==> src/hw/tor_map.vh <==
// Register indices, field layout and reset values of the timer output routing block
`ifndef TOR_MAP_VH
`define TOR_MAP_VH

// Word indices on the register bus (byte address = 4 * index)
`define TOR_ADDR_W          7
`define TOR_IDX_LINE_SEL0   7'h00
`define TOR_IDX_LINE_SEL1   7'h01
`define TOR_IDX_LINE_SEL2   7'h02
`define TOR_IDX_LINE_SEL3   7'h03
`define TOR_IDX_EMG_LO      7'h04
`define TOR_IDX_EMG_HI      7'h05
`define TOR_IDX_CONV_TRIG   7'h06
`define TOR_IDX_FLAGS_MISC  7'h07
`define TOR_IDX_FLAGS_GC    7'h08
`define TOR_IDX_FLAGS_LLO   7'h09
`define TOR_IDX_FLAGS_LHI   7'h0a
`define TOR_IDX_STATUS      7'h0b
// Local cell data registers occupy indices 0x40..0x7f
`define TOR_LDATA_BIT       6

// Reset values
`define TOR_RST_WORD        32'h00000000
`define TOR_RST_LDATA       16'h0000

// Writable and readable masks
`define TOR_MASK_ALL        32'hffffffff
`define TOR_MASK_EMG_HI     32'h7fffffff
`define TOR_MASK_CONV_TRIG  32'h0000ffff
`define TOR_MASK_FLAGS_MISC 32'h00007fff
`define TOR_LDATA_W         16

// Output line selector codes
`define TOR_SEL_W           2
`define TOR_SEL_RSVD        2'h0
`define TOR_SEL_GLOBAL      2'h1
`define TOR_SEL_LOCAL       2'h2
`define TOR_SEL_LOCAL_HI    2'h3

// Converter trigger selector fields
`define TOR_TRIG_SEL_W      4
`define TOR_TRIG_SRC_N      16
`define TOR_C0T0_LSB        0
`define TOR_C0T1_LSB        4
`define TOR_C1T0_LSB        8
`define TOR_C1T1_LSB        12

// Miscellaneous flag layout
`define TOR_ECC_N           4
`define TOR_ECC_STRIDE      3
`define TOR_ECC_RISE_OFS    0
`define TOR_ECC_FALL_OFS    1
`define TOR_ECC_CMP_OFS     2
`define TOR_PULSE_BIT       12
`define TOR_GT0_BIT         13
`define TOR_GT1_BIT         14

`endif

==> src/hw/tor_sticky_flags.v <==
// Sticky request flag register with byte-lane software writes
`timescale 1ns/1ps
module tor_sticky_flags #(
	parameter [31:0] MASK = 32'hffffffff
) (
	input  wire        ref_clk,
	input  wire        rst,
	input  wire        wr_en,
	input  wire [3:0]  byteenable,
	input  wire [31:0] wdata,
	input  wire [31:0] evt,
	output reg  [31:0] flags_reg
);
	wire [31:0] lane_mask;
	wire [31:0] written;
	wire [31:0] flags_next;

	assign lane_mask  = {{8{byteenable[3]}}, {8{byteenable[2]}}, {8{byteenable[1]}}, {8{byteenable[0]}}};
	assign written    = (flags_reg & ~lane_mask) | (wdata & lane_mask);
	// Event is OR-ed after the write so a clearing write never hides it
	assign flags_next = ((wr_en ? written : flags_reg) | evt) & MASK;

	always @(posedge ref_clk) begin
		if (rst)
			flags_reg <= 32'h00000000;
		else
			flags_reg <= flags_next;
	end
endmodule

==> src/hw/tor_routing.v <==
// Timer output routing, emergency shut-off, converter trigger select and request flags
//
// Chosen here: the address map and the Avalon-MM interface to the registers.
`timescale 1ns/1ps
`include "tor_map.vh"
module tor_routing (
	ref_clk,
	rst,
	avs_address,
	avs_read,
	avs_write,
	avs_writedata,
	avs_byteenable,
	avs_readdata,
	avs_waitrequest,
	global_cell_out,
	local_cell_out,
	emergency_n_pin,
	trig_src,
	ecc_rise_evt,
	ecc_fall_evt,
	ecc_cmp_evt,
	pulse_done_evt,
	gt0_ovf_evt,
	gt1_ovf_evt,
	global_cell_evt,
	local_cell_evt,
	port_line_out,
	alt_function_select_line,
	conv0_start0,
	conv0_start1,
	conv1_start0,
	conv1_start1,
	emergency_active
);
	input  wire                         ref_clk;
	input  wire                         rst;
	input  wire [`TOR_ADDR_W-1:0]       avs_address;
	input  wire                         avs_read;
	input  wire                         avs_write;
	input  wire [31:0]                  avs_writedata;
	input  wire [3:0]                   avs_byteenable;
	output reg  [31:0]                  avs_readdata;
	output reg                          avs_waitrequest;
	input  wire [31:0]                  global_cell_out;
	input  wire [63:0]                  local_cell_out;
	input  wire                         emergency_n_pin;
	input  wire [`TOR_TRIG_SRC_N-1:0]   trig_src;
	input  wire [`TOR_ECC_N-1:0]        ecc_rise_evt;
	input  wire [`TOR_ECC_N-1:0]        ecc_fall_evt;
	input  wire [`TOR_ECC_N-1:0]        ecc_cmp_evt;
	input  wire                         pulse_done_evt;
	input  wire                         gt0_ovf_evt;
	input  wire                         gt1_ovf_evt;
	input  wire [31:0]                  global_cell_evt;
	input  wire [63:0]                  local_cell_evt;
	output reg  [63:0]                  port_line_out;
	output reg  [63:0]                  alt_function_select_line;
	output reg                          conv0_start0;
	output reg                          conv0_start1;
	output reg                          conv1_start0;
	output reg                          conv1_start1;
	output reg                          emergency_active;

	////////////////////////////////////////////////////////////////////////////////
	// Bus handshake
	// Every access is answered one cycle after it is seen: waitrequest drops
	// for exactly one cycle, at which edge writes land and read data stands.

	wire        accept;
	wire        wr_acc;
	wire        is_ldata;
	wire [5:0]  ldata_idx;

	assign accept    = (avs_read | avs_write) & ~avs_waitrequest;
	assign wr_acc    = avs_write & ~avs_waitrequest;
	assign is_ldata  = avs_address[`TOR_LDATA_BIT];
	assign ldata_idx = avs_address[5:0];

	function [31:0] merge_be;
		input [31:0] old_val;
		input [31:0] new_val;
		input [3:0]  be;
		input [31:0] mask;
		reg   [31:0] lanes;
		begin
			lanes    = {{8{be[3]}}, {8{be[2]}}, {8{be[1]}}, {8{be[0]}}};
			merge_be = ((old_val & ~lanes) | (new_val & lanes)) & mask;
		end
	endfunction

	////////////////////////////////////////////////////////////////////////////////
	// Configuration registers

	reg  [127:0] line_sel_reg;
	reg  [31:0]  emg_lo_reg;
	reg  [31:0]  emg_hi_reg;
	reg  [31:0]  conv_trig_reg;
	reg  [`TOR_LDATA_W-1:0] local_data_mem [0:63];
	wire [31:0]  ldata_merged;
	integer      i;

	assign ldata_merged = merge_be({16'h0000, local_data_mem[ldata_idx]},
		avs_writedata, avs_byteenable, `TOR_MASK_ALL);

	always @(posedge ref_clk) begin
		if (rst) begin
			line_sel_reg  <= {4{`TOR_RST_WORD}};
			emg_lo_reg    <= `TOR_RST_WORD;
			emg_hi_reg    <= `TOR_RST_WORD;
			conv_trig_reg <= `TOR_RST_WORD;
			for (i = 0; i < 64; i = i + 1)
				local_data_mem[i] <= `TOR_RST_LDATA;
		end else if (wr_acc) begin
			if (is_ldata) begin
				// Only the low two lanes exist; upper lanes are dropped
				local_data_mem[ldata_idx] <= ldata_merged[`TOR_LDATA_W-1:0];
			end else begin
				case (avs_address)
					`TOR_IDX_LINE_SEL0: line_sel_reg[31:0]   <= merge_be(line_sel_reg[31:0],
						avs_writedata, avs_byteenable, `TOR_MASK_ALL);
					`TOR_IDX_LINE_SEL1: line_sel_reg[63:32]  <= merge_be(line_sel_reg[63:32],
						avs_writedata, avs_byteenable, `TOR_MASK_ALL);
					`TOR_IDX_LINE_SEL2: line_sel_reg[95:64]  <= merge_be(line_sel_reg[95:64],
						avs_writedata, avs_byteenable, `TOR_MASK_ALL);
					`TOR_IDX_LINE_SEL3: line_sel_reg[127:96] <= merge_be(line_sel_reg[127:96],
						avs_writedata, avs_byteenable, `TOR_MASK_ALL);
					`TOR_IDX_EMG_LO:    emg_lo_reg    <= merge_be(emg_lo_reg,
						avs_writedata, avs_byteenable, `TOR_MASK_ALL);
					`TOR_IDX_EMG_HI:    emg_hi_reg    <= merge_be(emg_hi_reg,
						avs_writedata, avs_byteenable, `TOR_MASK_EMG_HI);
					`TOR_IDX_CONV_TRIG: conv_trig_reg <= merge_be(conv_trig_reg,
						avs_writedata, avs_byteenable, `TOR_MASK_CONV_TRIG);
					default: ;
				endcase
			end
		end
	end

	////////////////////////////////////////////////////////////////////////////////
	// Request flags

	wire [31:0] misc_evt;
	wire [31:0] flags_misc;
	wire [31:0] flags_gc;
	wire [31:0] flags_llo;
	wire [31:0] flags_lhi;
	wire        wr_misc;
	wire        wr_gc;
	wire        wr_llo;
	wire        wr_lhi;

	assign wr_misc = wr_acc & (avs_address == `TOR_IDX_FLAGS_MISC);
	assign wr_gc   = wr_acc & (avs_address == `TOR_IDX_FLAGS_GC);
	assign wr_llo  = wr_acc & (avs_address == `TOR_IDX_FLAGS_LLO);
	assign wr_lhi  = wr_acc & (avs_address == `TOR_IDX_FLAGS_LHI);

	genvar e;
	generate
		for (e = 0; e < `TOR_ECC_N; e = e + 1) begin : g_ecc
			assign misc_evt[e*`TOR_ECC_STRIDE+`TOR_ECC_RISE_OFS] = ecc_rise_evt[e];
			assign misc_evt[e*`TOR_ECC_STRIDE+`TOR_ECC_FALL_OFS] = ecc_fall_evt[e];
			assign misc_evt[e*`TOR_ECC_STRIDE+`TOR_ECC_CMP_OFS]  = ecc_cmp_evt[e];
		end
	endgenerate
	assign misc_evt[`TOR_PULSE_BIT] = pulse_done_evt;
	assign misc_evt[`TOR_GT0_BIT]   = gt0_ovf_evt;
	assign misc_evt[`TOR_GT1_BIT]   = gt1_ovf_evt;
	assign misc_evt[31:15]          = 17'h00000;

	tor_sticky_flags #(
		.MASK       (`TOR_MASK_FLAGS_MISC)
	) u_flags_misc (
		.ref_clk    (ref_clk),
		.rst        (rst),
		.wr_en      (wr_misc),
		.byteenable (avs_byteenable),
		.wdata      (avs_writedata),
		.evt        (misc_evt),
		.flags_reg  (flags_misc)
	);

	tor_sticky_flags #(
		.MASK       (`TOR_MASK_ALL)
	) u_flags_gc (
		.ref_clk    (ref_clk),
		.rst        (rst),
		.wr_en      (wr_gc),
		.byteenable (avs_byteenable),
		.wdata      (avs_writedata),
		.evt        (global_cell_evt),
		.flags_reg  (flags_gc)
	);

	tor_sticky_flags #(
		.MASK       (`TOR_MASK_ALL)
	) u_flags_llo (
		.ref_clk    (ref_clk),
		.rst        (rst),
		.wr_en      (wr_llo),
		.byteenable (avs_byteenable),
		.wdata      (avs_writedata),
		.evt        (local_cell_evt[31:0]),
		.flags_reg  (flags_llo)
	);

	tor_sticky_flags #(
		.MASK       (`TOR_MASK_ALL)
	) u_flags_lhi (
		.ref_clk    (ref_clk),
		.rst        (rst),
		.wr_en      (wr_lhi),
		.byteenable (avs_byteenable),
		.wdata      (avs_writedata),
		.evt        (local_cell_evt[63:32]),
		.flags_reg  (flags_lhi)
	);

	////////////////////////////////////////////////////////////////////////////////
	// Emergency input: three-stage synchroniser, change taken when stages 2 and 3 agree

	reg emg_s1_reg;
	reg emg_s2_reg;
	reg emg_s3_reg;
	reg emg_n_level_reg;

	always @(posedge ref_clk) begin
		if (rst) begin
			emg_s1_reg      <= 1'b1;
			emg_s2_reg      <= 1'b1;
			emg_s3_reg      <= 1'b1;
			emg_n_level_reg <= 1'b1;
		end else begin
			emg_s1_reg <= emergency_n_pin;
			emg_s2_reg <= emg_s1_reg;
			emg_s3_reg <= emg_s2_reg;
			if (emg_s2_reg == emg_s3_reg)
				emg_n_level_reg <= emg_s3_reg;
		end
	end

	////////////////////////////////////////////////////////////////////////////////
	// Output line routing

	wire [63:0] pen_vec;
	wire [63:0] line_next;
	wire [63:0] as_next;

	// Line 63 has no enable bit and is never pulled down
	assign pen_vec = {1'b0, emg_hi_reg[30:0], emg_lo_reg};

	genvar g;
	generate
		for (g = 0; g < 64; g = g + 1) begin : g_line
			wire [`TOR_SEL_W-1:0] sel;
			assign sel = line_sel_reg[`TOR_SEL_W*g+1:`TOR_SEL_W*g];
			// Global index wraps so upper lines reuse global cells 0..31
			assign line_next[g] =
				(sel == `TOR_SEL_GLOBAL)   ? global_cell_out[g % 32] :
				(sel == `TOR_SEL_LOCAL)    ? local_cell_out[g] :
				(sel == `TOR_SEL_LOCAL_HI) ? local_cell_out[(g + 32) % 64] :
				1'b0;
			// Reserved code leaves the pin with general I/O
			assign as_next[g] = (sel != `TOR_SEL_RSVD) &
				~(~emg_n_level_reg & pen_vec[g]);
		end
	endgenerate

	always @(posedge ref_clk) begin
		if (rst) begin
			port_line_out            <= 64'h0000000000000000;
			alt_function_select_line <= 64'h0000000000000000;
			emergency_active         <= 1'b0;
		end else begin
			port_line_out            <= line_next;
			alt_function_select_line <= as_next;
			emergency_active         <= ~emg_n_level_reg;
		end
	end

	////////////////////////////////////////////////////////////////////////////////
	// Converter start lines

	always @(posedge ref_clk) begin
		if (rst) begin
			conv0_start0 <= 1'b0;
			conv0_start1 <= 1'b0;
			conv1_start0 <= 1'b0;
			conv1_start1 <= 1'b0;
		end else begin
			conv0_start0 <= trig_src[conv_trig_reg[`TOR_C0T0_LSB+3:`TOR_C0T0_LSB]];
			conv0_start1 <= trig_src[conv_trig_reg[`TOR_C0T1_LSB+3:`TOR_C0T1_LSB]];
			conv1_start0 <= trig_src[conv_trig_reg[`TOR_C1T0_LSB+3:`TOR_C1T0_LSB]];
			conv1_start1 <= trig_src[conv_trig_reg[`TOR_C1T1_LSB+3:`TOR_C1T1_LSB]];
		end
	end

	////////////////////////////////////////////////////////////////////////////////
	// Read mux and waitrequest

	reg [31:0] rdata_next;

	always @* begin
		rdata_next = 32'h00000000;
		if (is_ldata) begin
			rdata_next = {16'h0000, local_data_mem[ldata_idx]};
		end else begin
			case (avs_address)
				`TOR_IDX_LINE_SEL0:  rdata_next = line_sel_reg[31:0];
				`TOR_IDX_LINE_SEL1:  rdata_next = line_sel_reg[63:32];
				`TOR_IDX_LINE_SEL2:  rdata_next = line_sel_reg[95:64];
				`TOR_IDX_LINE_SEL3:  rdata_next = line_sel_reg[127:96];
				`TOR_IDX_EMG_LO:     rdata_next = emg_lo_reg;
				`TOR_IDX_EMG_HI:     rdata_next = emg_hi_reg & `TOR_MASK_EMG_HI;
				`TOR_IDX_CONV_TRIG:  rdata_next = conv_trig_reg & `TOR_MASK_CONV_TRIG;
				`TOR_IDX_FLAGS_MISC: rdata_next = flags_misc;
				`TOR_IDX_FLAGS_GC:   rdata_next = flags_gc;
				`TOR_IDX_FLAGS_LLO:  rdata_next = flags_llo;
				`TOR_IDX_FLAGS_LHI:  rdata_next = flags_lhi;
				`TOR_IDX_STATUS:     rdata_next = {31'h0, ~emg_n_level_reg};
				default:             rdata_next = 32'h00000000;
			endcase
		end
	end

	always @(posedge ref_clk) begin
		if (rst) begin
			avs_waitrequest <= 1'b1;
			avs_readdata    <= 32'h00000000;
		end else if (accept) begin
			avs_waitrequest <= 1'b1;
		end else if (avs_read | avs_write) begin
			avs_waitrequest <= 1'b0;
			// Writes leave the last read word standing
			if (avs_read)
				avs_readdata <= rdata_next;
		end
	end
endmodule

==> config.mk <==
export PLATFORM = sky130hd
export DESIGN_NAME = tor_routing
export DESIGN_NICKNAME = d
export VERILOG_FILES = /design/src/hw/tor_sticky_flags.v /design/src/hw/tor_routing.v
export VERILOG_INCLUDE_DIRS = /design/src /design/src/hw
export SDC_FILE = /design/constraint.sdc
export NUM_CORES = 2
export LEC_CHECK = 0
export BUFFER_PORTS_ARGS = -buffer_cell sky130_fd_sc_hd__buf_4
export CAP_MARGIN = 15
export CORE_AREA = 2 2 365 637
export CTS_BUF_LIST = sky130_fd_sc_hd__clkbuf_4 sky130_fd_sc_hd__clkbuf_8
export DETAILED_ROUTE_END_ITERATION = 8
export DIE_AREA = 0 0 367 639
export PLACE_DENSITY = 0.51
export RECOVER_POWER = 50
export SKIP_CTS_REPAIR_TIMING = 1
export SYNTH_ARGS = -nofsm -noshare
export SYNTH_HDL_FRONTEND = slang
export SYNTH_HIERARCHICAL = 1
export SYNTH_SLANG_ARGS = --single-unit
==> constraint.sdc <==
create_clock -name ref_clk -period 6.1 [get_ports ref_clk]
set_input_delay 1.83 -clock ref_clk [delete_from_list [all_inputs] [get_ports ref_clk]]
set_output_delay 1.83 -clock ref_clk [all_outputs]
set_load 0.005 [all_outputs]
==> flow_metrics.tcl <==
set metrics [dict create \
    grt_pass1_vias 51650 \
    setup_ws_ps 894.2 \
    firstDrtPassIters 6 \
    place_ws_ps 807.9 \
    portBuffers 436 \
    hpwl_um 218200 \
    utilization_pct 34.71 \
    grt_usage_pct 25.14 \
    nFillCells 23050 \
    final_cell_mix "nor2_1, edfxtp_1, dfxtp_1" \
    finalClockSkew_ps 54.90 \
    cp.arrival_ps 5790 \
    crit_top_cell "clkbuf_1" \
    crit_fanout 39 \
    worst-path-buf-inv 4 \
    cts-buffers-inserted 236 \
    ios 437 \
    rsz0062_at_grt "no" \
    ir_worst_vdd_uv 166.0 \
    worst_ep_required_time_ps 6690 \
    stdcell_area_mm2 0.07973 \
    power_density_mw_per_mm2 280.2 \
    min_period_ps 5206 \
    drv_cap 5 \
    final.setup.tns_ps 0 \
    drc_errors 0 \
    finalPower_mw 22.34 \
    rows 233 \
    crit_chain "buf_8, nand2b_1, or3_1, nor2_1, clkbuf_1, nand2_1, clkbuf_1, nand2b_1, clkbuf_1" \
    grt_pass1_wl_um 413700 \
    grt_overflow_total 0 \
    path_delay_family "simple AND/OR/NAND/NOR gates" \
    clock_sinks 1512 \
    slew_violations 373 \
    routedWlPerCell_um 31.74 \
    routed_wl_um 303700 \
    dieArea_mm2 0.2345 \
    fmax_ghz 0.1921 \
    syn_area_mm2 0.06846 \
    internal_power_mw 16.54 \
    core_mm2 0.2297 \
    gp_congestion 0.9822 \
    hold_class "reg -> reg" \
    hold_viol 0 \
    drt_iter0_markers 5581 \
    syn_to_final_growth_pct 16.47 \
    postSynthCellCount 5816 \
    mostFrequentLayoutCell "nor2_1" \
    tritoncts "yes" \
    status "finished with violations" \
    finalCritPeriodShare_pct 85.34 \
    crit_slowest_cell "nor2_1" \
    p_sw_share_pct 25.94 \
    drive_gt1_share_pct 23.64 \
    die_h_um 639 \
    vias 52020 \
    worstSetupEndpointType "flop" \
    grt_max_degree 171 \
    p_sw_mw 5.796 \
    path_class "in -> reg" \
    relSlewSlack_pct -162.2 \
    finalSetupViolCount 0 \
    vias_per_cell 5.437 \
    cellLeakagePower_nw 27.77 \
    clockBufferDepth 4 \
    worst_slew_pin_slew_ps 3933 \
    cts.clk_slew.worst_paths_ps 60 \
    ant_nets 0 \
    yosysWarnings 6 \
    place_area_mm2 0.07566 \
    violations "capacitance limit, slew limit" \
    antenna_found_initial 29 \
    fin_nets 6592 \
    root_buffer "clkbuf_8" \
    syn_area_per_cell_um2 11.77 \
    initial_core_util_pct 29.80 \
    comb_power_share_pct 9.4 \
    cpPeakStageDelay_ps 740 \
    startpoint_type "input pin" \
    htreeDepth 4 \
    die_x_um 367 \
    power_frac_seq_pct 50.9 \
    clock_latency_ps 1010 \
    clkPwrFrac_pct 39.7 \
]
layout make-up:
type | count | area (um^2) | area share (%)
timing repair buffer | 767 | 5648 | 7.084
sequential | 1512 | 40520 | 50.82
tap | 3055 | 3822 | 4.794
clock buffer | 333 | 4089 | 5.128
multi-input combinational | 3737 | 24770 | 31.07
antenna | 20 | 50.05 | 0.06277
inverter | 67 | 251.5 | 0.3154
clock inverter | 77 | 578.1 | 0.7250
per-layer routing:
metal | global-route usage (%) | part of all wire (%) | vias to the layer above | routed length, um
met3 | 5.610 | 7.3 | 934 | 22190
met5 | 0 | 0.056 | - | 171
li1 | - | - | 22170 | -
met1 | 25.55 | 33 | 26230 | 99630
met2 | 43.31 | 49 | 2658 | 149200
met4 | 22.19 | 11 | 28 | 32460
power by group through the flow:
| stage | clock network [mW] | logic [mW] | registers, mW |
|---|---|---|---|
| 6_report | 8.86 | 2.10 | 11.4 |
| 4_1_cts | 9.00 | 2.11 | 11.4 |
| 2_1_floorplan | 0 | 1.15 | 11.5 |
| 3_5_place_dp | 0 | 2.11 | 11.6 |
| 5_1_grt | 9.38 | 2.16 | 11.4 |
| 3_3_place_gp | 0 | 2.09 | 11.6 |
through the flow:
step / hold slack (ps) / cells
5_1_grt: 457.4 / 9555
2_1_floorplan: 389.5 / 5832
3_3_place_gp: 409.4 / 9135
6_report: 437.9 / 9568
4_1_cts: 437.1 / 9546
3_5_place_dp: 403.1 / 9136
worst paths after layout:
check / start / end / slack [ps] / cells past startpoint
worst max-delay path: rst / local_data_mem[48][9]$_SDFFCE_PN0P_ / 890 / 9
worst min-delay path: emg_s1_reg$_SDFF_PP1_ / emg_s2_reg$_SDFF_PP1_ / 440 / 1
worst max register to register: avs_waitrequest$_SDFFE_PP1N_ / local_data_mem[6][1]$_SDFFCE_PN0P_ / 1740 / 10
worst min register to register: emg_s1_reg$_SDFF_PP1_ / emg_s2_reg$_SDFF_PP1_ / 440 / 1
Power figures use the tool's default switching activity.
